==> src/cta_pkg.sv <==
// Constants, field positions and types for the counter array control block.
// Assumes one system clock domain and a byte-wide special-function port.

package cta_pkg;
	localparam logic [7:0] CTA_MODE_ADDR = 8'hd9;
	localparam logic [7:0] CTA_CTRL_ADDR = 8'hd8;
	localparam int unsigned CTA_CTL_OVF_BIT = 7;
	localparam int unsigned CTA_CTL_RUN_BIT = 6;
	localparam int unsigned CTA_CTL_MOD_MSB = 2;
	localparam int unsigned CTA_MODE_IDLE_BIT = 7;
	localparam int unsigned CTA_MODE_SEL_MSB = 3;
	localparam int unsigned CTA_MODE_SEL_LSB = 1;
	localparam int unsigned CTA_MODE_IEN_BIT = 0;
	localparam int unsigned CTA_NUM_MODULES = 3;
	localparam logic [2:0] CTA_RSVD_READ = 3'h0;
	localparam logic [15:0] CTA_CNT_MAX = 16'hffff;
	localparam logic [15:0] CTA_CNT_ZERO = 16'h0000;
	localparam logic [15:0] CTA_CNT_STEP = 16'h0001;
	localparam logic [3:0] CTA_DIV12_LAST = 4'hb;
	localparam logic [3:0] CTA_DIV12_STEP = 4'h1;
	localparam logic [1:0] CTA_DIV4_LAST = 2'h3;
	localparam logic [1:0] CTA_DIV4_STEP = 2'h1;
	localparam int unsigned CTA_SRC_ECI = 0;
	localparam int unsigned CTA_SRC_EXT = 1;
	localparam int unsigned CTA_SRC_SLOW = 2;

	typedef enum logic [2:0] {
		TB_DIV12,
		TB_DIV4,
		TB_T0,
		TB_ECI,
		TB_SYSTEM_CLOCK,
		TB_EXTOSC,
		TB_SLOWOSC,
		TB_UNUSED
	} cta_timebase_t;
endpackage : cta_pkg

==> src/cta_tick_if.sv <==
// Timebase request and tick between the control top and the timebase module.
// Assumes both ends run on core_clk.
`timescale 1ns/1ps
interface cta_tick_if;
	logic [2:0] select;
	logic hold;
	logic tick;
	modport gen (input select, input hold, output tick);
	modport use_end (output select, output hold, input tick);
endinterface : cta_tick_if

==> src/cta_control.sv <==
// Top of the counter array control: 16-bit counter, flags and two registers.
// Assumes a byte-wide special-function port and module event pulses on core_clk.
`timescale 1ns/1ps
module cta_control import cta_pkg::*; (
	// Clock and reset
	input wire logic core_clk,
	input wire logic sys_rst,
	// Special-function register port
	input wire logic [7:0] sfr_addr,
	input wire logic [7:0] sfr_wdata,
	input wire logic sfr_write,
	output logic [7:0] sfr_rdata,
	// Count sources
	input wire logic timer_zero_wrap,
	input wire logic external_event_input,
	input wire logic ext_osc_by_eight,
	input wire logic slow_osc_by_eight,
	// Core state and capture/compare modules
	input wire logic cpu_idle,
	input wire logic [2:0] module_event_set,
	input wire logic [2:0] module_irq_enable,
	// Counter and interrupt
	output logic [15:0] counter_value,
	output logic counter_wrap,
	output logic counter_array_irq
);
	typedef struct packed {
		logic [15:0] count;
		logic counter_overflow_flag;
		logic counter_run;
		logic [2:0] module_event_flag;
		logic idle_suspend;
		logic [2:0] timebase_select;
		logic overflow_irq_enable;
		logic wrap;
		logic irq;
		logic [7:0] rdata;
	} cta_state_t;

	cta_state_t st;
	cta_state_t next_st;
	logic suspended;
	logic count_en;
	logic wrap_now;
	logic ctl_wr;
	logic mode_wr;

	cta_tick_if tb_link ();

	assign suspended = st.idle_suspend & cpu_idle;
	assign tb_link.select = st.timebase_select;
	assign tb_link.hold = ~st.counter_run | suspended;

	cta_timebase u_timebase (
		.core_clk(core_clk),
		.sys_rst(sys_rst),
		.timer_zero_wrap(timer_zero_wrap),
		.external_event_input(external_event_input),
		.ext_osc_by_eight(ext_osc_by_eight),
		.slow_osc_by_eight(slow_osc_by_eight),
		.tb(tb_link.gen)
	);

	assign counter_value = st.count;
	assign counter_wrap = st.wrap;
	assign counter_array_irq = st.irq;
	assign sfr_rdata = st.rdata;

	always_comb begin
		next_st = st;
		ctl_wr = sfr_write && (sfr_addr == CTA_CTRL_ADDR);
		mode_wr = sfr_write && (sfr_addr == CTA_MODE_ADDR);
		// Tick is rechecked here: it lags the hold by one cycle
		count_en = st.counter_run & ~suspended & tb_link.tick;
		wrap_now = count_en && (st.count == CTA_CNT_MAX);
		if (count_en) begin
			next_st.count = st.count + CTA_CNT_STEP;
		end
		next_st.wrap = wrap_now;
		if (ctl_wr) begin
			// Writing one sets a flag just as hardware would
			next_st.counter_overflow_flag =
				sfr_wdata[CTA_CTL_OVF_BIT];
			next_st.counter_run = sfr_wdata[CTA_CTL_RUN_BIT];
			next_st.module_event_flag =
				sfr_wdata[CTA_CTL_MOD_MSB:0];
		end
		// Hardware set comes last so it wins over a same-cycle clear
		if (wrap_now) begin
			next_st.counter_overflow_flag = 1'b1;
		end
		next_st.module_event_flag =
			next_st.module_event_flag | module_event_set;
		if (mode_wr) begin
			next_st.idle_suspend = sfr_wdata[CTA_MODE_IDLE_BIT];
			next_st.timebase_select =
				sfr_wdata[CTA_MODE_SEL_MSB:CTA_MODE_SEL_LSB];
			next_st.overflow_irq_enable =
				sfr_wdata[CTA_MODE_IEN_BIT];
		end
		next_st.irq = (next_st.counter_overflow_flag
			& next_st.overflow_irq_enable)
			| (|(next_st.module_event_flag & module_irq_enable));
		// Reserved fields read zero; unmapped addresses read zero
		case (sfr_addr)
			CTA_CTRL_ADDR: next_st.rdata = {st.counter_overflow_flag,
				st.counter_run, CTA_RSVD_READ, st.module_event_flag};
			CTA_MODE_ADDR: next_st.rdata = {st.idle_suspend,
				CTA_RSVD_READ, st.timebase_select, st.overflow_irq_enable};
			default: next_st.rdata = '0;
		endcase
	end

	// All fields reset to zero, select lands on the divide-by-12 code
	always_ff @(posedge core_clk or posedge sys_rst) begin
		if (sys_rst) begin
			st <= '0;
		end else begin
			st <= next_st;
		end
	end
endmodule : cta_control

==> src/cta_timebase.sv <==
// Prescalers, pin synchronisers and edge detectors for the count source.
// Assumes the oscillator inputs arrive divided by eight, off the core_clk domain.
`timescale 1ns/1ps
module cta_timebase import cta_pkg::*; (
	// Clock and reset
	input wire logic core_clk,
	input wire logic sys_rst,
	// Count sources
	input wire logic timer_zero_wrap,
	input wire logic external_event_input,
	input wire logic ext_osc_by_eight,
	input wire logic slow_osc_by_eight,
	// Tick toward the control top
	cta_tick_if.gen tb
);
	typedef struct packed {
		logic [3:0] div12;
		logic [1:0] div4;
		logic [2:0] sync1;
		logic [2:0] sync2;
		logic [2:0] prev;
		logic tick;
	} cta_tb_state_t;

	cta_tb_state_t st;
	cta_tb_state_t next_st;
	logic src;

	assign tb.tick = st.tick;

	always_comb begin
		next_st = st;
		src = 1'b0;
		// Both stages per source, then a copy of the second; the edge test reads the second and its copy
		next_st.sync1 = {slow_osc_by_eight, ext_osc_by_eight,
			external_event_input};
		next_st.sync2 = st.sync1;
		next_st.prev = st.sync2;
		// Prescalers freeze when stopped so a restart keeps its phase
		if (!tb.hold) begin
			if (st.div12 == CTA_DIV12_LAST) begin
				next_st.div12 = '0;
			end else begin
				next_st.div12 = st.div12 + CTA_DIV12_STEP;
			end
			next_st.div4 = st.div4 + CTA_DIV4_STEP;
		end
		case (cta_timebase_t'(tb.select))
			TB_DIV12: src = (st.div12 == CTA_DIV12_LAST);
			TB_DIV4: src = (st.div4 == CTA_DIV4_LAST);
			TB_T0: src = timer_zero_wrap;
			TB_ECI: src = st.prev[CTA_SRC_ECI]
				& ~st.sync2[CTA_SRC_ECI];
			TB_SYSTEM_CLOCK: src = 1'b1;
			TB_EXTOSC: src = ~st.prev[CTA_SRC_EXT]
				& st.sync2[CTA_SRC_EXT];
			TB_SLOWOSC: src = ~st.prev[CTA_SRC_SLOW]
				& st.sync2[CTA_SRC_SLOW];
			default: src = 1'b0;
		endcase
		next_st.tick = src & ~tb.hold;
	end

	always_ff @(posedge core_clk or posedge sys_rst) begin
		if (sys_rst) begin
			st <= '0;
		end else begin
			st <= next_st;
		end
	end
endmodule : cta_timebase

==> src/tb.sv <==
// Self-checking bench for the counter array control top.
// Assumes cta_pkg, cta_tick_if, cta_timebase and cta_control are compiled.
`timescale 1ns/1ps
module tb;
	import cta_pkg::*;
	// Clock and reset
	logic core_clk = 1'b0;
	logic sys_rst = 1'b1;
	// Register port
	logic [7:0] sfr_addr = 8'h00;
	logic [7:0] sfr_wdata = 8'h00;
	logic sfr_write = 1'b0;
	logic [7:0] sfr_rdata;
	// Sources, idle and module side
	logic t0w = 1'b0;
	logic evt = 1'b0;
	logic ext8 = 1'b0;
	logic slow8 = 1'b0;
	logic cpu_idle = 1'b0;
	logic [2:0] mset = 3'h0;
	logic [2:0] mien = 3'h0;
	// Outputs
	logic [15:0] counter_value;
	logic counter_wrap;
	logic irq;
	int n_mismatch = 0;
	int check_count = 0;

	cta_control i_dut (.core_clk(core_clk), .sys_rst(sys_rst),
		.sfr_addr(sfr_addr), .sfr_wdata(sfr_wdata), .sfr_write(sfr_write),
		.sfr_rdata(sfr_rdata), .timer_zero_wrap(t0w),
		.external_event_input(evt), .ext_osc_by_eight(ext8),
		.slow_osc_by_eight(slow8), .cpu_idle(cpu_idle),
		.module_event_set(mset), .module_irq_enable(mien),
		.counter_value(counter_value), .counter_wrap(counter_wrap),
		.counter_array_irq(irq));

	always #50 core_clk = ~core_clk;

	task automatic tally_and_finish;
		$display("checks %0d mismatches %0d", check_count, n_mismatch);
		if (n_mismatch == 0 && check_count > 0) begin
			$display("SIMULATION PASSED");
		end else begin
			$display("SIMULATION FAILED");
		end
		$finish;
	endtask : tally_and_finish

	task automatic chk(input logic [15:0] got, input logic [15:0] exp);
		check_count++;
		if (got !== exp) begin
			n_mismatch++;
			$display("mismatch at %0t got %h exp %h", $time, got, exp);
		end
	endtask : chk

	task automatic cyc(input int n);
		repeat (n) @(negedge core_clk);
	endtask : cyc

	// Strobe spans one rising edge; an idle edge follows so that
	// back-to-back writes never touch the strobe twice in one step
	task automatic wr(input logic [7:0] a, input logic [7:0] d);
		sfr_addr = a;
		sfr_wdata = d;
		sfr_write = 1'b1;
		cyc(1);
		sfr_write = 1'b0;
		cyc(1);
	endtask : wr

	// Read data is registered, so look one cycle later
	task automatic rd(input logic [7:0] a, input logic [7:0] exp);
		sfr_addr = a;
		cyc(1);
		chk({8'h00, sfr_rdata}, {8'h00, exp});
	endtask : rd

	task automatic span(input int n, input logic [15:0] exp);
		logic [15:0] c0;
		c0 = counter_value;
		cyc(n);
		chk(counter_value - c0, exp);
	endtask : span

	task automatic drive(input logic [2:0] sel, input logic v);
		case (sel)
			3'h2: t0w = v;
			3'h3: evt = v;
			3'h5: ext8 = v;
			default: slow8 = v;
		endcase
	endtask : drive

	task automatic t_reset_regs;
		rd(CTA_CTRL_ADDR, 8'h00);
		rd(CTA_MODE_ADDR, 8'h00);
		wr(8'h00, 8'hff);
		rd(8'h00, 8'h00);
		// Reserved bits always written as zero, module event flags here as one
		wr(CTA_CTRL_ADDR, 8'h07);
		rd(CTA_CTRL_ADDR, 8'h07);
		// Reset select is clock/12
		wr(CTA_CTRL_ADDR, 8'h40);
		cyc(15);
		span(24, 16'h0002);
		wr(CTA_MODE_ADDR, 8'h02);
		cyc(6);
		span(8, 16'h0002);
		wr(CTA_MODE_ADDR, 8'h08);
		cyc(3);
		span(10, 16'h000a);
		wr(CTA_CTRL_ADDR, 8'h00);
		cyc(3);
		span(10, 16'h0000);
		$display("test reset_regs done");
	endtask : t_reset_regs

	task automatic t_idle;
		cpu_idle = 1'b1;
		wr(CTA_MODE_ADDR, 8'h88);
		wr(CTA_CTRL_ADDR, 8'h40);
		cyc(3);
		span(10, 16'h0000);
		cpu_idle = 1'b0;
		cyc(3);
		span(10, 16'h000a);
		wr(CTA_MODE_ADDR, 8'h08);
		cpu_idle = 1'b1;
		cyc(3);
		span(10, 16'h000a);
		cpu_idle = 1'b0;
		wr(CTA_CTRL_ADDR, 8'h00);
		$display("test idle done");
	endtask : t_idle

	// Five source events, pin spacing kept at clock/8
	task automatic t_src(input logic [2:0] sel, input int hi);
		logic [15:0] c0;
		wr(CTA_MODE_ADDR, {4'h0, sel, 1'b0});
		wr(CTA_CTRL_ADDR, 8'h40);
		cyc(6);
		c0 = counter_value;
		for (int i = 0; i < 5; i++) begin
			drive(sel, 1'b1);
			cyc(hi);
			drive(sel, 1'b0);
			cyc(8 - hi);
		end
		cyc(6);
		chk(counter_value - c0, 16'h0005);
		wr(CTA_CTRL_ADDR, 8'h00);
		$display("test source %0d done", sel);
	endtask : t_src

	task automatic t_overflow;
		int i;
		wr(CTA_MODE_ADDR, 8'h09);
		wr(CTA_CTRL_ADDR, 8'h40);
		i = 0;
		while (counter_value !== 16'hffff && i < 70000) begin
			cyc(1);
			i++;
		end
		if (i >= 70000) begin
			n_mismatch++;
			$display("mismatch at %0t got %h exp %h", $time, i, 16'hffff);
			tally_and_finish();
		end
		cyc(1);
		chk(counter_value, 16'h0000);
		chk({15'h0, counter_wrap}, 16'h0001);
		cyc(1);
		chk({15'h0, irq}, 16'h0001);
		// Writing one keeps the flag while stopping the count
		wr(CTA_CTRL_ADDR, 8'h80);
		cyc(20);
		rd(CTA_CTRL_ADDR, 8'h80);
		wr(CTA_MODE_ADDR, 8'h08);
		cyc(2);
		chk({15'h0, irq}, 16'h0000);
		wr(CTA_CTRL_ADDR, 8'h00);
		rd(CTA_CTRL_ADDR, 8'h00);
		$display("test overflow done");
	endtask : t_overflow

	task automatic t_flags;
		mien = 3'b010;
		mset = 3'b010;
		cyc(1);
		mset = 3'b001;
		cyc(1);
		mset = 3'b000;
		chk({15'h0, irq}, 16'h0001);
		cyc(10);
		rd(CTA_CTRL_ADDR, 8'h03);
		wr(CTA_CTRL_ADDR, 8'h00);
		cyc(2);
		chk({15'h0, irq}, 16'h0000);
		mien = 3'b100;
		wr(CTA_CTRL_ADDR, 8'h04);
		cyc(2);
		chk({15'h0, irq}, 16'h0001);
		wr(CTA_CTRL_ADDR, 8'h00);
		mien = 3'b000;
		$display("test flags done");
	endtask : t_flags

	initial begin
		cyc(5);
		sys_rst = 1'b0;
		cyc(1);
		t_reset_regs();
		t_idle();
		t_src(3'h2, 1);
		t_src(3'h3, 4);
		t_src(3'h5, 4);
		t_src(3'h6, 4);
		t_flags();
		t_overflow();
		tally_and_finish();
	end
endmodule : tb
==> config.mk <==
export PLATFORM = sky130hd
export DESIGN_NAME = cta_control
export DESIGN_NICKNAME = d
export VERILOG_FILES = /design/src/cta_pkg.sv /design/src/cta_tick_if.sv /design/src/cta_control.sv /design/src/cta_timebase.sv /design/src/tb.sv
export SDC_FILE = /design/constraint.sdc
export NUM_CORES = 1
export LEC_CHECK = 0
export ABC_AREA = 1
export BUFFER_PORTS_ARGS = -buffer_cell sky130_fd_sc_hd__buf_2
export CAP_MARGIN = 0
export CORE_MARGIN = 3
export CORE_UTILIZATION = 40
export CTS_BUF_LIST = sky130_fd_sc_hd__clkbuf_2
export CTS_CLUSTER_DIAMETER = 100
export DETAILED_ROUTE_END_ITERATION = 16
export GPL_ROUTABILITY_DRIVEN = 0
export PLACE_DENSITY = 0.61
export SLEW_MARGIN = 20
export SYNTH_ARGS = -nofsm -noshare
export SYNTH_HDL_FRONTEND = slang
export SYNTH_SLANG_ARGS = --single-unit
==> constraint.sdc <==
create_clock -name core_clk -period 3.8 [get_ports core_clk]
set_input_delay 0.95 -clock core_clk [delete_from_list [all_inputs] [get_ports core_clk]]
set_output_delay 0.95 -clock core_clk [all_outputs]
set_load 0.05 [all_outputs]
=== After elaboration in Yosys (flattened, before gate mapping) ===
Cells that the tools add are included.

* Memories: 0
* Latch bits: 0
* RAM bits: 0
* Bits in read-only memories: 0
* Output and inout port bits: 26
* Flip-flop bits (word level): 52

* Divide/modulo/power cells: 0
* Bitwise gates (word level): 18
* Multiplexer cells: 6
* Equal/unequal tests: 11
* Multipliers: 0
* Reductions and logical operators: 5
* Order comparisons: 0
* Add/sub/neg operators: 3
* Shifts and indexed selects: 0

{| class="wikitable"
|+ Operator list
! kind !! count
|-
| $add 16x1->16 const B || 1
|-
| $eq 16x16->1 const B || 1
|-
| $eq 8x8->1 const B || 2
|-
| $pmux 8 s2 || 1
|-
| $eq 3x3->1 const B || 3
|-
| $and 1x1->1 || 8
|-
| $pmux 1 s7 || 1
|-
| $eq 3x2->1 const B || 2
|-
| $not 1->1 || 6
|-
| $mux 5 || 1
|-
| $add 4x1->4 const B || 1
|-
| $eq 4x4->1 const B || 1
|-
| $mux 4 || 1
|-
| $and 3x3->3 || 1
|-
| $eq 3x1->1 const B || 1
|-
| $logic_and 1x1->1 || 3
|-
| $logic_not 3->1 || 1
|-
| $or 3x3->3 || 1
|-
| $reduce_or 3->1 || 1
|-
| $add 2x1->2 const B || 1
|-
| $eq 2x2->1 const B || 1
|-
| $mux 1 || 2
|-
| $or 1x1->1 || 2
|}

=== Longest topological paths before layout ===
Gate-level depths: netlist of run 1.

* Word-level depth: 8
* Mapped depth: 11

=== Modules after synthesis ===
From an unflattened synthesis of run 1, not the netlist that was laid out.

* Cell total of the unflattened synthesis: 274
* Area, all modules: 2519.9 um2

{| class="wikitable"
|+ Modules (own cells, without submodules)
! module !! instances !! area each (um2) !! cells each
|-
| cta_control || 1 || 1869.3 || 208
|-
| cta_timebase || 1 || 650.6 || 66
|}

=== Worst setup path after synthesis of run 1 ===
Ideal clock, no wire load.

* Kind: input-to-reg
* From: in cpu_idle
* To: reg st, in the netlist counter_value[15]
* Arrival time: 1.729 ns
* Library setup time: 0.123 ns
* Stages: 7
* Path slack: 1.948 ns
* Path buffers: 0
* Path through: nand2_1 > nand3_4 > nor2_4 > nand3_2 > nor2_4 > nand2_2 > xnor2_2

* Cells in the longest elaborated chain, start to end: 4

{| class="wikitable"
|+ Ends and longest elaborated chain
! item !! RTL line !! RTL
|-
| from (decl) || cta_control.sv:19 || <nowiki>input wire logic cpu_idle,</nowiki>
|-
| $and 1x1->1 || cta_control.sv:50 || <nowiki>assign suspended = st.idle_suspend & cpu_idle;</nowiki>
|-
| $not 1->1 || cta_control.sv:74 || <nowiki>count_en = st.counter_run & ~suspended & tb_link.tick;</nowiki>
|-
| $and 1x1->1 (2 in series) || cta_control.sv:74 ||
|-
| to (signal assigned) || cta_control.sv:119 || <nowiki>st <= next_st;</nowiki>
|-
| to (decl) || cta_control.sv:40 || <nowiki>cta_state_t st;</nowiki>
|}

Every way passes these cells.
A chain may end at the register's enable or synchronous reset.

=== Final worst setup path of run 1 ===
* From: reg st, in the netlist counter_value[10]
* To: out counter_value[10]

{| class="wikitable"
|+ RTL lines
! item !! RTL line !! RTL
|-
| to (decl) || cta_control.sv:23 || <nowiki>output logic [15:0] counter_value,</nowiki>
|}

No word-level cell between the ends.

==> results of run 1 <==
==> kinds of logic (layout without fill, tap and decap cells) <==
logic type | after synthesis | after routing
other cells | 1 | 2
simple gates | 108 | 108
compound gates | 18 | 18
flops | 50 | 50
xor+xnor | 16 | 16
buf+inv | 53 | 87
fa+ha+maj | 3 | 3
==> flip-flops by register name, indices dropped and copies added (netlist names) <==
name	cells
counter_array_irq	1
counter_wrap	1
u_timebase.next_st	6
sfr_rdata	6
counter_value	16
st	7
tb_link.select	3
u_timebase.tb.tick	1
u_timebase.st	9
==> placed cells by master, fill, tap and decap left out, types with 6 or more instances in the layout <==
cell type and instances:
a21oi_1 6, buf_2 51, dfrtp_1 50, inv_1 27, nand2_1 52, nand3_1 15
nand4_1 6, nor2_1 15, o21ai_0 10, xor2_1 10
==> path summary, 6_finish.rpt <==
| check | from | endpoint | slack (ns) | cells past startpoint |
|---|---|---|---|---|
| min in group asynchronous | sys_rst | tb_link.select[2] | 0.59 | 2 |
| max in group asynchronous | sys_rst | sfr_rdata[0] | 2.67 | 2 |
| min reg2reg | u_timebase.next_st[5] | u_timebase.next_st[2] | 0.39 | 0 |
| max | counter_value[10] | counter_value[10] | 1.61 | 1 |
| min | u_timebase.next_st[5] | u_timebase.next_st[2] | 0.39 | 0 |
| max reg2reg | counter_value[0] | counter_value[14] | 2.23 | 9 |
==> metrics by stage <==
stage	setup slack (ns)	cell area [µm²]	power [mW]	instances	hold WS, ns
finish	1.61	2600	1.02	356	0.389
global route	1.49	2600	1.09	356	0.400
floorplan	1.65	2400	0.773	250	0.331
detailed placement	1.67	2550	0.810	348	0.336
global placement	1.67	2550	0.805	348	0.333
CTS	1.57	2600	1.04	356	0.392
==> power by group <==
group / switching, mW / internal [mW] / total [mW]
registers: 0.0364 / 0.582 / 0.619
logic: 0.118 / 0.0629 / 0.181
clock network: 0.175 / 0.0471 / 0.223
==> cell type report <==
cell class,instances,area (µm²),area share (%)
clock buffer,5,25.0,0.961
clock inverter,3,23.8,0.913
inverter,28,106,4.08
multi-input combinational,147,852,32.7
sequential,50,1250,48.1
tap,72,90.1,3.46
timing repair buffer,51,255,9.80
==> routing by layer <==
metal | global-route usage (%) | vias to the layer above
met3 | 3.57 | 6
li1 | - | 831
met2 | 20.3 | 48
met1 | 17.3 | 746
met5 | 0 | -
met4 | 4.46 | 0
==> impl_metrics.csv, run 1 <==
group,metric,value,unit
finish,layout-drive-gt1-share,27.1,%
global_route,grt_use_total,13.0,%
setup_path,critPathTopFamily,"flip-flops",
clock_network,clkTransAtPathRegs,0.28,ns
global_route,grt_pass1_vias,1604,
clock_network,numCtsBuffers,5,
synthesis,synthCells,249,
timing,rsz0062_at_grt,"false",
synthesis,synth_top_family_by_area,"simple AND/OR/NAND/NOR gates",
timing,worst_pin_slew,0.833,ns
clock_network,clock_latency,0.43,ns
routing,dr.max_layer_used,"met4",
timing,hold_violations,0,
die,core_area,5640,µm²
global_route,grt_first_pass_wirelength,7.34,mm
clock_network,post_cts_resized,0,
placement,place_hpwl,3.06,mm
global_route,grt_antenna_before_repair,0,
synthesis,synth_xor_area_share,6.48,%
synthesis,synth_warnings,0,
finish,finish.utilization,46.2,%
routing,ant_nets,0,
setup_path,required,2.85,ns
timing,fmax,456,MHz
synthesis,synth-edff-count,0,
finish,n_antenna_cell,0,
setup_path,worstSetupPathType,"flop to output pin",
synthesis,synthFlopType,"dfrtp_1",
die,die_w,83.4,µm
die,rows,27,
clock_network,root_buffer,"clkbuf_2",
routing,viasPerCell,4.58,
setup_path,cp-end-kind,"output pin",
clock_network,clock_sinks,50,
placement,io_buffers,51,
routing,drc_errors,0,
die,ios,56,
synthesis,ys_types,26,
synthesis,synth_simple_gate_area_share,23.3,%
timing,period_share,57.7,%
finish,fillCellCount,549,
setup_path,crit_chain,"buf_2",
setup_path,cp_num_buf_inv,1,
setup_path,startpoint_type,"flop",
routing,met1Wirelength,1.92,mm
synthesis,yosysTopAreaCellShare,52.2,%
run,drv_cap,0,
synthesis,ys_async_sr_fraction,100,%
timing,setup_viol,0,
synthesis,ys_top_cells_by_count,"52 x nand2_1, 50 x dfrtp_1, 28 x inv_1, 24 x buf_4",
routing,vias,1631,
clock_network,clk_path_buf_depth,2,
timing,slew_headroom,44.4,%
die,start_util,42.5,%
clock_network,post-cts-setup-buffers,0,
synthesis,synth_compound_area_share,3.92,%
setup_path,cp.arrival,1.24,ns
timing,period_minus_slack,2.19,ns
timing,slew_violations,0,
power,powerDensity,392,nW/µm²
global_route,grt-ovfl-total,0,
finish,fin_nets,316,
run_status,status,"complete, no violations",
synthesis,synth-seq-cells,50,
synthesis,yosys.area.top_type,"dfrtp_1",
routing,dr_wl_met2,1.86,mm
synthesis,yosysMostFrequentCell,"nand2_1",
synthesis,avgSynthCellArea,9.62,µm²
timing,finalSetupTns,0,ns
die,die-area,6950,µm²
setup_path,worstPathMaxFanout,6,
clock_network,cts_tree,"done",
synthesis,synthAdderAreaFrac,1.57,%
synthesis,yosysSeqAreaShare,52.2,%
setup_path,cp_slowest_cell,"dfrtp_1",
worst_hold_path,hp-class,"flop to flop",
routing,first_pass_iters,4,
routing,wl_met3,252,µm
synthesis,netlist_area,2400,µm²
clock_network,cts_hold_buf,0,
routing,wl_per_cell,11.5,µm
power,ir_drop,316,µV
synthesis,synthMuxAreaShare,0,%
routing,drtIter0Drc,96,
die,fp.dieH,83.4,µm
global_route,grt_max_degree,51,
finish,area_growth,8.67,%
routing,wirelength,4.10,mm
synthesis,ys_top_cells_by_area,"dfrtp_1 52%, nand2_1 8.1%, buf_4 7.5%, inv_1 4.4%, xor2_1 3.7%",
power,power.leakage,1.43,nW
timing,fin_worst_skew,0.0390,ns
clock_network,cts.htree.levels,2,
setup_path,cp_slowest_stage_delay,0.51,ns
Note: power is estimated with default switching activity, not from simulation.
==> run 2: changes to the inputs <==
--- a/config.mk
+++ b/config.mk
@@ -5,7 +5,7 @@
 export SDC_FILE = /design/constraint.sdc
 export NUM_CORES = 1
 export LEC_CHECK = 0
-export ABC_AREA = 1
+export ABC_AREA = 0
 export BUFFER_PORTS_ARGS = -buffer_cell sky130_fd_sc_hd__buf_2
 export CAP_MARGIN = 0
 export CORE_MARGIN = 3
@@ -14,7 +14,7 @@
 export CTS_CLUSTER_DIAMETER = 100
 export DETAILED_ROUTE_END_ITERATION = 16
 export GPL_ROUTABILITY_DRIVEN = 0
-export PLACE_DENSITY = 0.61
+export PLACE_DENSITY = 0.64
 export SLEW_MARGIN = 20
 export SYNTH_ARGS = -nofsm -noshare
 export SYNTH_HDL_FRONTEND = slang
==> constraint.sdc (replaced) <==
create_clock -name core_clk -period 1.85 [get_ports core_clk]
set_input_delay 0.4625 -clock core_clk [delete_from_list [all_inputs] [get_ports core_clk]]
set_output_delay 0.4625 -clock core_clk [all_outputs]
set_load 0.05 [all_outputs]
==> run 2 against run 1 <==
Effect of this change:
- clock power rose to 2.5 times the previous value
- routed wire length down 5.4%
- synthesized cell count decreased by 20%
- sequential cell count unchanged
==> impl_metrics.csv, run 2 <==
group,metric,value,unit
placement,io_buffers,51,
synthesis,ys_async_sr_fraction,100,%
run,drv_cap,0,
setup_path,cp_num_buf_inv,1,
setup_path,reg2reg_slack,0.28,ns
setup_path,cp_slowest_cell,"dfrtp_1",
die,die-area,6780,µm²
run_status,status,"complete, no violations",
routing,dr.max_layer_used,"met4",
die,core_area,5570,µm²
clock_network,cts_hold_buf,0,
timing,fin_hold_ws,0.0291,ns
timing,slew_headroom,66.1,%
setup_path,worstPathMaxFanout,6,
global_route,grt_pass1_vias,1462,
synthesis,synthFlopType,"dfrtp_1",
synthesis,synth-edff-count,0,
power,powerDensity,775,nW/µm²
power,swShare,25.2,%
power,combPwrFrac,11.8,%
die,ios,56,
routing,drtIter0Drc,43,
clock_network,numCtsBuffers,5,
global_route,grt_first_pass_wirelength,6.53,mm
finish,fin_nets,273,
power,power.leakage,1.37,nW
clock_network,post_cts_resized,0,
synthesis,synth-seq-cells,50,
global_route,grt-ovfl-total,0,
global_route,grt_use_total,12.7,%
timing,hold_violations,0,
clock_network,cts.htree.levels,2,
routing,wirelength,3.88,mm
finish,final_common_cell,"buf_2",
timing,rsz0062_at_grt,"false",
setup_path,cp-startpoint,"counter_value[5]",
timing,setup_viol,0,
power,p_switching,514,µW
power,p_total,2.04,mW
routing,first_pass_iters,4,
timing,worst_pin_slew,0.507,ns
routing,viasPerCell,4.72,
finish,layout-drive-gt1-share,35.7,%
global_route,grt_max_degree,28,
synthesis,yosysMostFrequentCell,"dfrtp_1",
power,seq_power_share,60.7,%
finish,area_growth,13.0,%
routing,drc_errors,0,
setup_path,startpoint_type,"flop",
timing,period_share,91.2,%
finish,final_cell_mix,"51 x buf_2, 50 x dfrtp_1, 16 x nand2_1, 14 x nor2_1, 10 x xnor2_1",
die,die_w,82.3,µm
synthesis,ys_top_cells_by_count,"50 x dfrtp_1, 24 x buf_4, 16 x nand2_1, 14 x nor2_1, 10 x xnor2_1",
timing,period_minus_slack,1.69,ns
die,fp.dieH,82.3,µm
synthesis,yosysTopAreaCellShare,53.7,%
setup_path,cp-end-kind,"output pin",
setup_path,worstSetupPathType,"flop to output pin",
power,power_frac_clock,27.4,%
setup_path,cp-endpoint,"counter_value[5]",
clock_network,clk_path_buf_depth,2,
routing,dr_wl_met2,1.94,mm
power,ir_drop,396,µV
finish,finish.utilization,47.2,%
die,rows,27,
setup_path,cp_num_cells,1,
synthesis,avgSynthCellArea,11.7,µm²
synthesis,netlist_area,2330,µm²
setup_path,r2r-start,"st[18]",
synthesis,synth_warnings,0,
routing,met1Wirelength,1.69,mm
routing,wl_per_cell,12.4,µm
global_route,grt_antenna_before_repair,0,
setup_path,cp_slowest_stage_delay,0.51,ns
setup_path,critPathTopFamily,"flip-flops",
routing,vias,1477,
clock_network,clock_sinks,50,
finish,fillCellCount,521,
routing,wl_met3,198,µm
setup_path,crit_chain,"buf_2",
clock_network,clock_latency,0.41,ns
power,internal_power,1.52,mW
placement,place_hpwl,3.03,mm
placement,place_area,2560,µm²
timing,slew_violations,0,
worst_hold_path,hp-class,"primary input to asynchronous set/reset pin",
timing,fmax,593,MHz
timing,fin_worst_skew,0.0216,ns
finish,n_antenna_cell,0,
clock_network,clkTransAtPathRegs,0.24,ns
clock_network,post-cts-setup-buffers,0,
clock_network,root_buffer,"clkbuf_2",
setup_path,r2r-end,"counter_value[14]",
synthesis,synthCells,199,
setup_path,worstRegToRegCells,6,
synthesis,ys_top_cells_by_area,"dfrtp_1 54%, buf_4 7.7%, xnor2_1 3.8%, mux2_2 3.4%, mux2i_1 2.6%",
synthesis,yosys.area.top_type,"dfrtp_1",
clock_network,cts_tree,"done",
synthesis,yosysSeqAreaShare,53.7,%
finish,postLayoutCellArea,2630,µm²
die,start_util,41.8,%
setup_path,cp.arrival,1.22,ns
finish,largest_register_ffs,16,
routing,ant_nets,0,
synthesis,ys_types,42,
setup_path,required,1.39,ns
## run 2: stage by stage
step           setup TNS (ns)  std cells  setup slack, ns
2_1_floorplan         -0.0548        200          -0.0548
3_3_place_gp           -0.102        305          -0.0772
3_5_place_dp           -0.160        305           -0.107
4_1_cts                     0        313            0.131
5_1_grt                     0        313           0.0464
6_report                    0        313            0.163
## run 2: cell families after synthesis
| logic type | count (synthesis) | share of synthesized area (%) |
|---|---|---|
| and+or+nand+nor | 64 | 16.3 |
| DFF | 50 | 53.7 |
| buffers and inverters | 33 | 9.61 |
| AOI/OAI and AO/OA | 18 | 6.12 |
| xor gates and xnor gates | 16 | 6.01 |
| muxes | 14 | 6.44 |
| adders and majority gates | 3 | 1.61 |
| other | 1 | 0.161 |
## run 2: area by class of cell
| class | instances | area (µm²) | share of cell area (%) |
|---|---|---|---|
| clock inverters | 2 | 37.5 | 1.43 |
| repair buffers | 60 | 335 | 12.7 |
| multi-input cells | 117 | 866 | 32.9 |
| well taps | 72 | 90.1 | 3.42 |
| flip-flops and latches | 50 | 1250 | 47.5 |
| inverters | 6 | 22.5 | 0.856 |
| clock buffers | 6 | 30.0 | 1.14 |
## run 2: worst min-delay path by stage
stage	from	end	slack, ns	depth (start not counted)
floorplan	u_timebase.next_st[4]	u_timebase.next_st[1]	0.33	0
global placement	u_timebase.next_st[6]	u_timebase.next_st[3]	0.33	0
detailed placement	u_timebase.next_st[4]	u_timebase.next_st[1]	0.34	0
CTS	sys_rst	counter_value[3]	0.03	2
global route	sys_rst	counter_value[7]	0.008	2
finish	sys_rst	counter_value[3]	0.03	2
## run 2: metal layers
| layer | track usage [%] | up-vias |
|---|---|---|
| met3 | 2.93 | 7 |
| li1 | - | 725 |
| met4 | 4.49 | 0 |
| met5 | 0 | - |
| met2 | 21.7 | 35 |
| met1 | 15.6 | 710 |
## run 2: power groups by stage
stage / registers (mW) / clock network, mW / logic [mW]
2_1_floorplan: 1.25 / 0 / 0.175
3_3_place_gp: 1.25 / 0 / 0.236
3_5_place_dp: 1.26 / 0 / 0.247
4_1_cts: 1.24 / 0.584 / 0.247
5_1_grt: 1.25 / 0.630 / 0.279
6_report: 1.24 / 0.559 / 0.242
==> run 3: changes to the inputs <==
--- a/config.mk
+++ b/config.mk
@@ -9,13 +9,14 @@
 export BUFFER_PORTS_ARGS = -buffer_cell sky130_fd_sc_hd__buf_2
 export CAP_MARGIN = 0
 export CORE_MARGIN = 3
-export CORE_UTILIZATION = 40
+export CORE_UTILIZATION = 50
 export CTS_BUF_LIST = sky130_fd_sc_hd__clkbuf_2
 export CTS_CLUSTER_DIAMETER = 100
 export DETAILED_ROUTE_END_ITERATION = 16
 export GPL_ROUTABILITY_DRIVEN = 0
-export PLACE_DENSITY = 0.64
+export PLACE_DENSITY = 0.77
 export SLEW_MARGIN = 20
 export SYNTH_ARGS = -nofsm -noshare
 export SYNTH_HDL_FRONTEND = slang
+export SYNTH_HIERARCHICAL = 1
 export SYNTH_SLANG_ARGS = --single-unit
==> run 3 against run 2 <==
Effect of this change:
- final area rose by 0.19%
- global-route usage rose by 2.9 points
- clock skew rose by 0.0056 ns
- sequential share of layout area fell by 0.090 points
- core utilization rose by 13 points
- clock power rose by 2%
- die area fell by 19%
- critical path depth rose by 5
- critical path type is now flop to flop
==> impl_metrics.csv, run 3 <==
group,metric,value,unit
synthesis,netlist_area,2330,µm²
setup_path,cp.arrival,2.06,ns
placement,pre_cts_ws,-0.139,ns
synthesis,synth-seq-cells,50,
setup_path,cp_num_buf_inv,0,
timing,worst_pin_slew,0.571,ns
die,start_util,52.7,%
clock_network,post-cts-setup-buffers,0,
routing,wl_per_cell,13.4,µm
finish,largest_register_ffs,16,
global_route,grt_pass1_vias,1502,
die,die-area,5510,µm²
clock_network,clk_path_buf_depth,2,
synthesis,ys_async_sr_fraction,100,%
power,powerDensity,751,nW/µm²
setup_path,critPathTopFamily,"compound AO/OA/AOI/OAI gates",
timing,fmax,581,MHz
setup_path,worstSetupPathType,"flop to flop",
synthesis,avgSynthCellArea,11.9,µm²
synthesis,synthCells,196,
finish,layout-drive-gt1-share,37.1,%
clock_network,cts_tree,"done",
finish,n_antenna_cell,0,
global_route,grt_max_degree,35,
routing,drc_errors,0,
setup_path,worstPathMaxFanout,4,
die,rows,24,
clock_network,root_buffer,"clkbuf_2",
run_status,status,"complete, no violations",
die,ios,56,
synthesis,yosysSeqAreaShare,53.8,%
global_route,grt_first_pass_wirelength,6.57,mm
clock_network,cts.htree.levels,2,
synthesis,ys_top_cells_by_area,"dfrtp_1 54%, buf_4 7.7%, mux2_2 4.8%, xnor2_1 4.1%, nor2_1 2.4%",
routing,viasPerCell,5.12,
power,power_frac_clock,28.7,%
clock_network,clock_latency,0.43,ns
synthesis,yosys.area.top_type,"dfrtp_1",
power,power.leakage,1.38,nW
timing,hold_violations,0,
die,fp.dieH,74.2,µm
timing,setup_viol,0,
synthesis,synth_warnings,6,
power,internal_power,1.49,mW
timing,period_minus_slack,1.72,ns
routing,first_pass_iters,4,
global_route,grt_use_total,15.6,%
clock_network,numCtsBuffers,5,
routing,ant_nets,0,
finish,final_common_cell,"buf_2",
power,combPwrFrac,10.7,%
power,seq_power_share,60.7,%
die,core_area,4410,µm²
placement,place_area,2560,µm²
die,die_w,74.2,µm
placement,io_buffers,51,
timing,period_share,93.1,%
synthesis,yosysTopAreaCellShare,53.8,%
setup_path,required,2.19,ns
finish,fin_nets,277,
clock_network,cts_hold_buf,0,
setup_path,cp_slowest_stage_delay,0.45,ns
global_route,grt_antenna_before_repair,0,
routing,drtIter0Drc,107,
finish,area_growth,13.3,%
finish,finish.utilization,59.8,%
setup_path,startpoint_type,"flop",
timing,fin_worst_skew,0.0272,ns
setup_path,crit_chain,"ha_1, and3_1, nand3_1, nor4_1, a211o_1, a221o_1",
timing,fin_hold_ws,0.0685,ns
timing,slew_headroom,61.9,%
synthesis,ys_types,38,
run,drv_cap,0,
routing,vias,1522,
synthesis,yosysMostFrequentCell,"dfrtp_1",
power,p_switching,485,µW
timing,slew_violations,0,
global_route,grt-ovfl-total,0,
placement,place_hpwl,3.09,mm
timing,setup_slack,0.128,ns
finish,postLayoutCellArea,2640,µm²
setup_path,cp_slowest_cell,"dfrtp_1",
power,p_total,1.98,mW
routing,wirelength,3.99,mm
synthesis,ys_top_cells_by_count,"50 x dfrtp_1, 24 x buf_4, 15 x nor2_1, 11 x xnor2_1",
clock_network,post_cts_resized,0,
worst_hold_path,hp-class,"primary input to asynchronous set/reset pin",
finish,final_cell_mix,"51 x buf_2, 50 x dfrtp_1, 16 x buf_4, 15 x nor2_1, 11 x xnor2_1",
setup_path,cp-end-kind,"flop",
synthesis,synth-edff-count,0,
power,swShare,24.5,%
timing,rsz0062_at_grt,"false",
clock_network,clkTransAtPathRegs,0.24,ns
power,ir_drop,522,µV
clock_network,clock_sinks,50,
synthesis,synthFlopType,"dfrtp_1",
run 3: changes by cell type in the layout (fill, tap and decap cells not counted), sizes merged, moves of 4 or more:
cell and change:
nand4 -4, and3 +4, buf +7, o21ai -5, nand2 -6
run 3: path summary, 6_finish.rpt:
kind                                       start               endpoint  slack [ns]  cells after the start
max                             counter_value[1]      counter_array_irq        0.13                      6
max in group asynchronous                sys_rst       u_timebase/st[2]        1.41                      2
min                                      sys_rst      u_timebase/st[13]        0.07                      2
min reg2reg                u_timebase/next_st[6]  u_timebase/next_st[3]        0.38                      0
max reg2reg                     counter_value[1]      counter_array_irq        0.13                      6
min in group core_clk          slow_osc_by_eight  u_timebase/next_st[6]        0.14                      1
run 3: kinds of logic after synthesis:
kind of cell	after synthesis	share of synthesized area, %
buffers and inverters	36	10.1
other	1	0.161
multiplexers	15	6.99
adder cells (fa/ha/maj)	3	1.61
AO/OA/AOI/OAI	17	7.53
AND/OR/NAND/NOR	58	13.8
XOR/XNOR	16	6.02
flip-flops	50	53.8
run 3: stage by stage:
stage,cells,TNS (ns)
floorplan,197,0
global placement,288,-0.0893
detailed placement,288,-0.139
CTS,296,0
global route,297,0
finish,297,0
run 3: layout make-up:
| cell class | count | area, µm² |
|---|---|---|
| fillers | 369 | 1780 |
| flip-flops and latches | 50 | 1250 |
| multi-input cells | 111 | 845 |
| repair buffers | 67 | 375 |
| well taps | 52 | 65.1 |
| clock inverters | 2 | 37.5 |
| inverters | 9 | 33.8 |
| clock buffers | 6 | 30.0 |
run 3: power groups by stage:
stage | sequential [mW] | clock (mW) | combinational [mW]
2_1_floorplan | 1.21 | 0 | 0.147
3_3_place_gp | 1.22 | 0 | 0.210
3_5_place_dp | 1.22 | 0 | 0.217
4_1_cts | 1.20 | 0.588 | 0.218
5_1_grt | 1.21 | 0.625 | 0.241
6_report | 1.20 | 0.568 | 0.212
run 3: per-layer routing:
layer / vias to the layer above / wire [µm] / GRT usage, %
met5: - / 0 / 0
li1: 741 / - / -
met3: 5 / 198 / 3.78
met4: 0 / 52 / 5.73
met2: 33 / 2010 / 26.4
met1: 743 / 1730 / 19.5
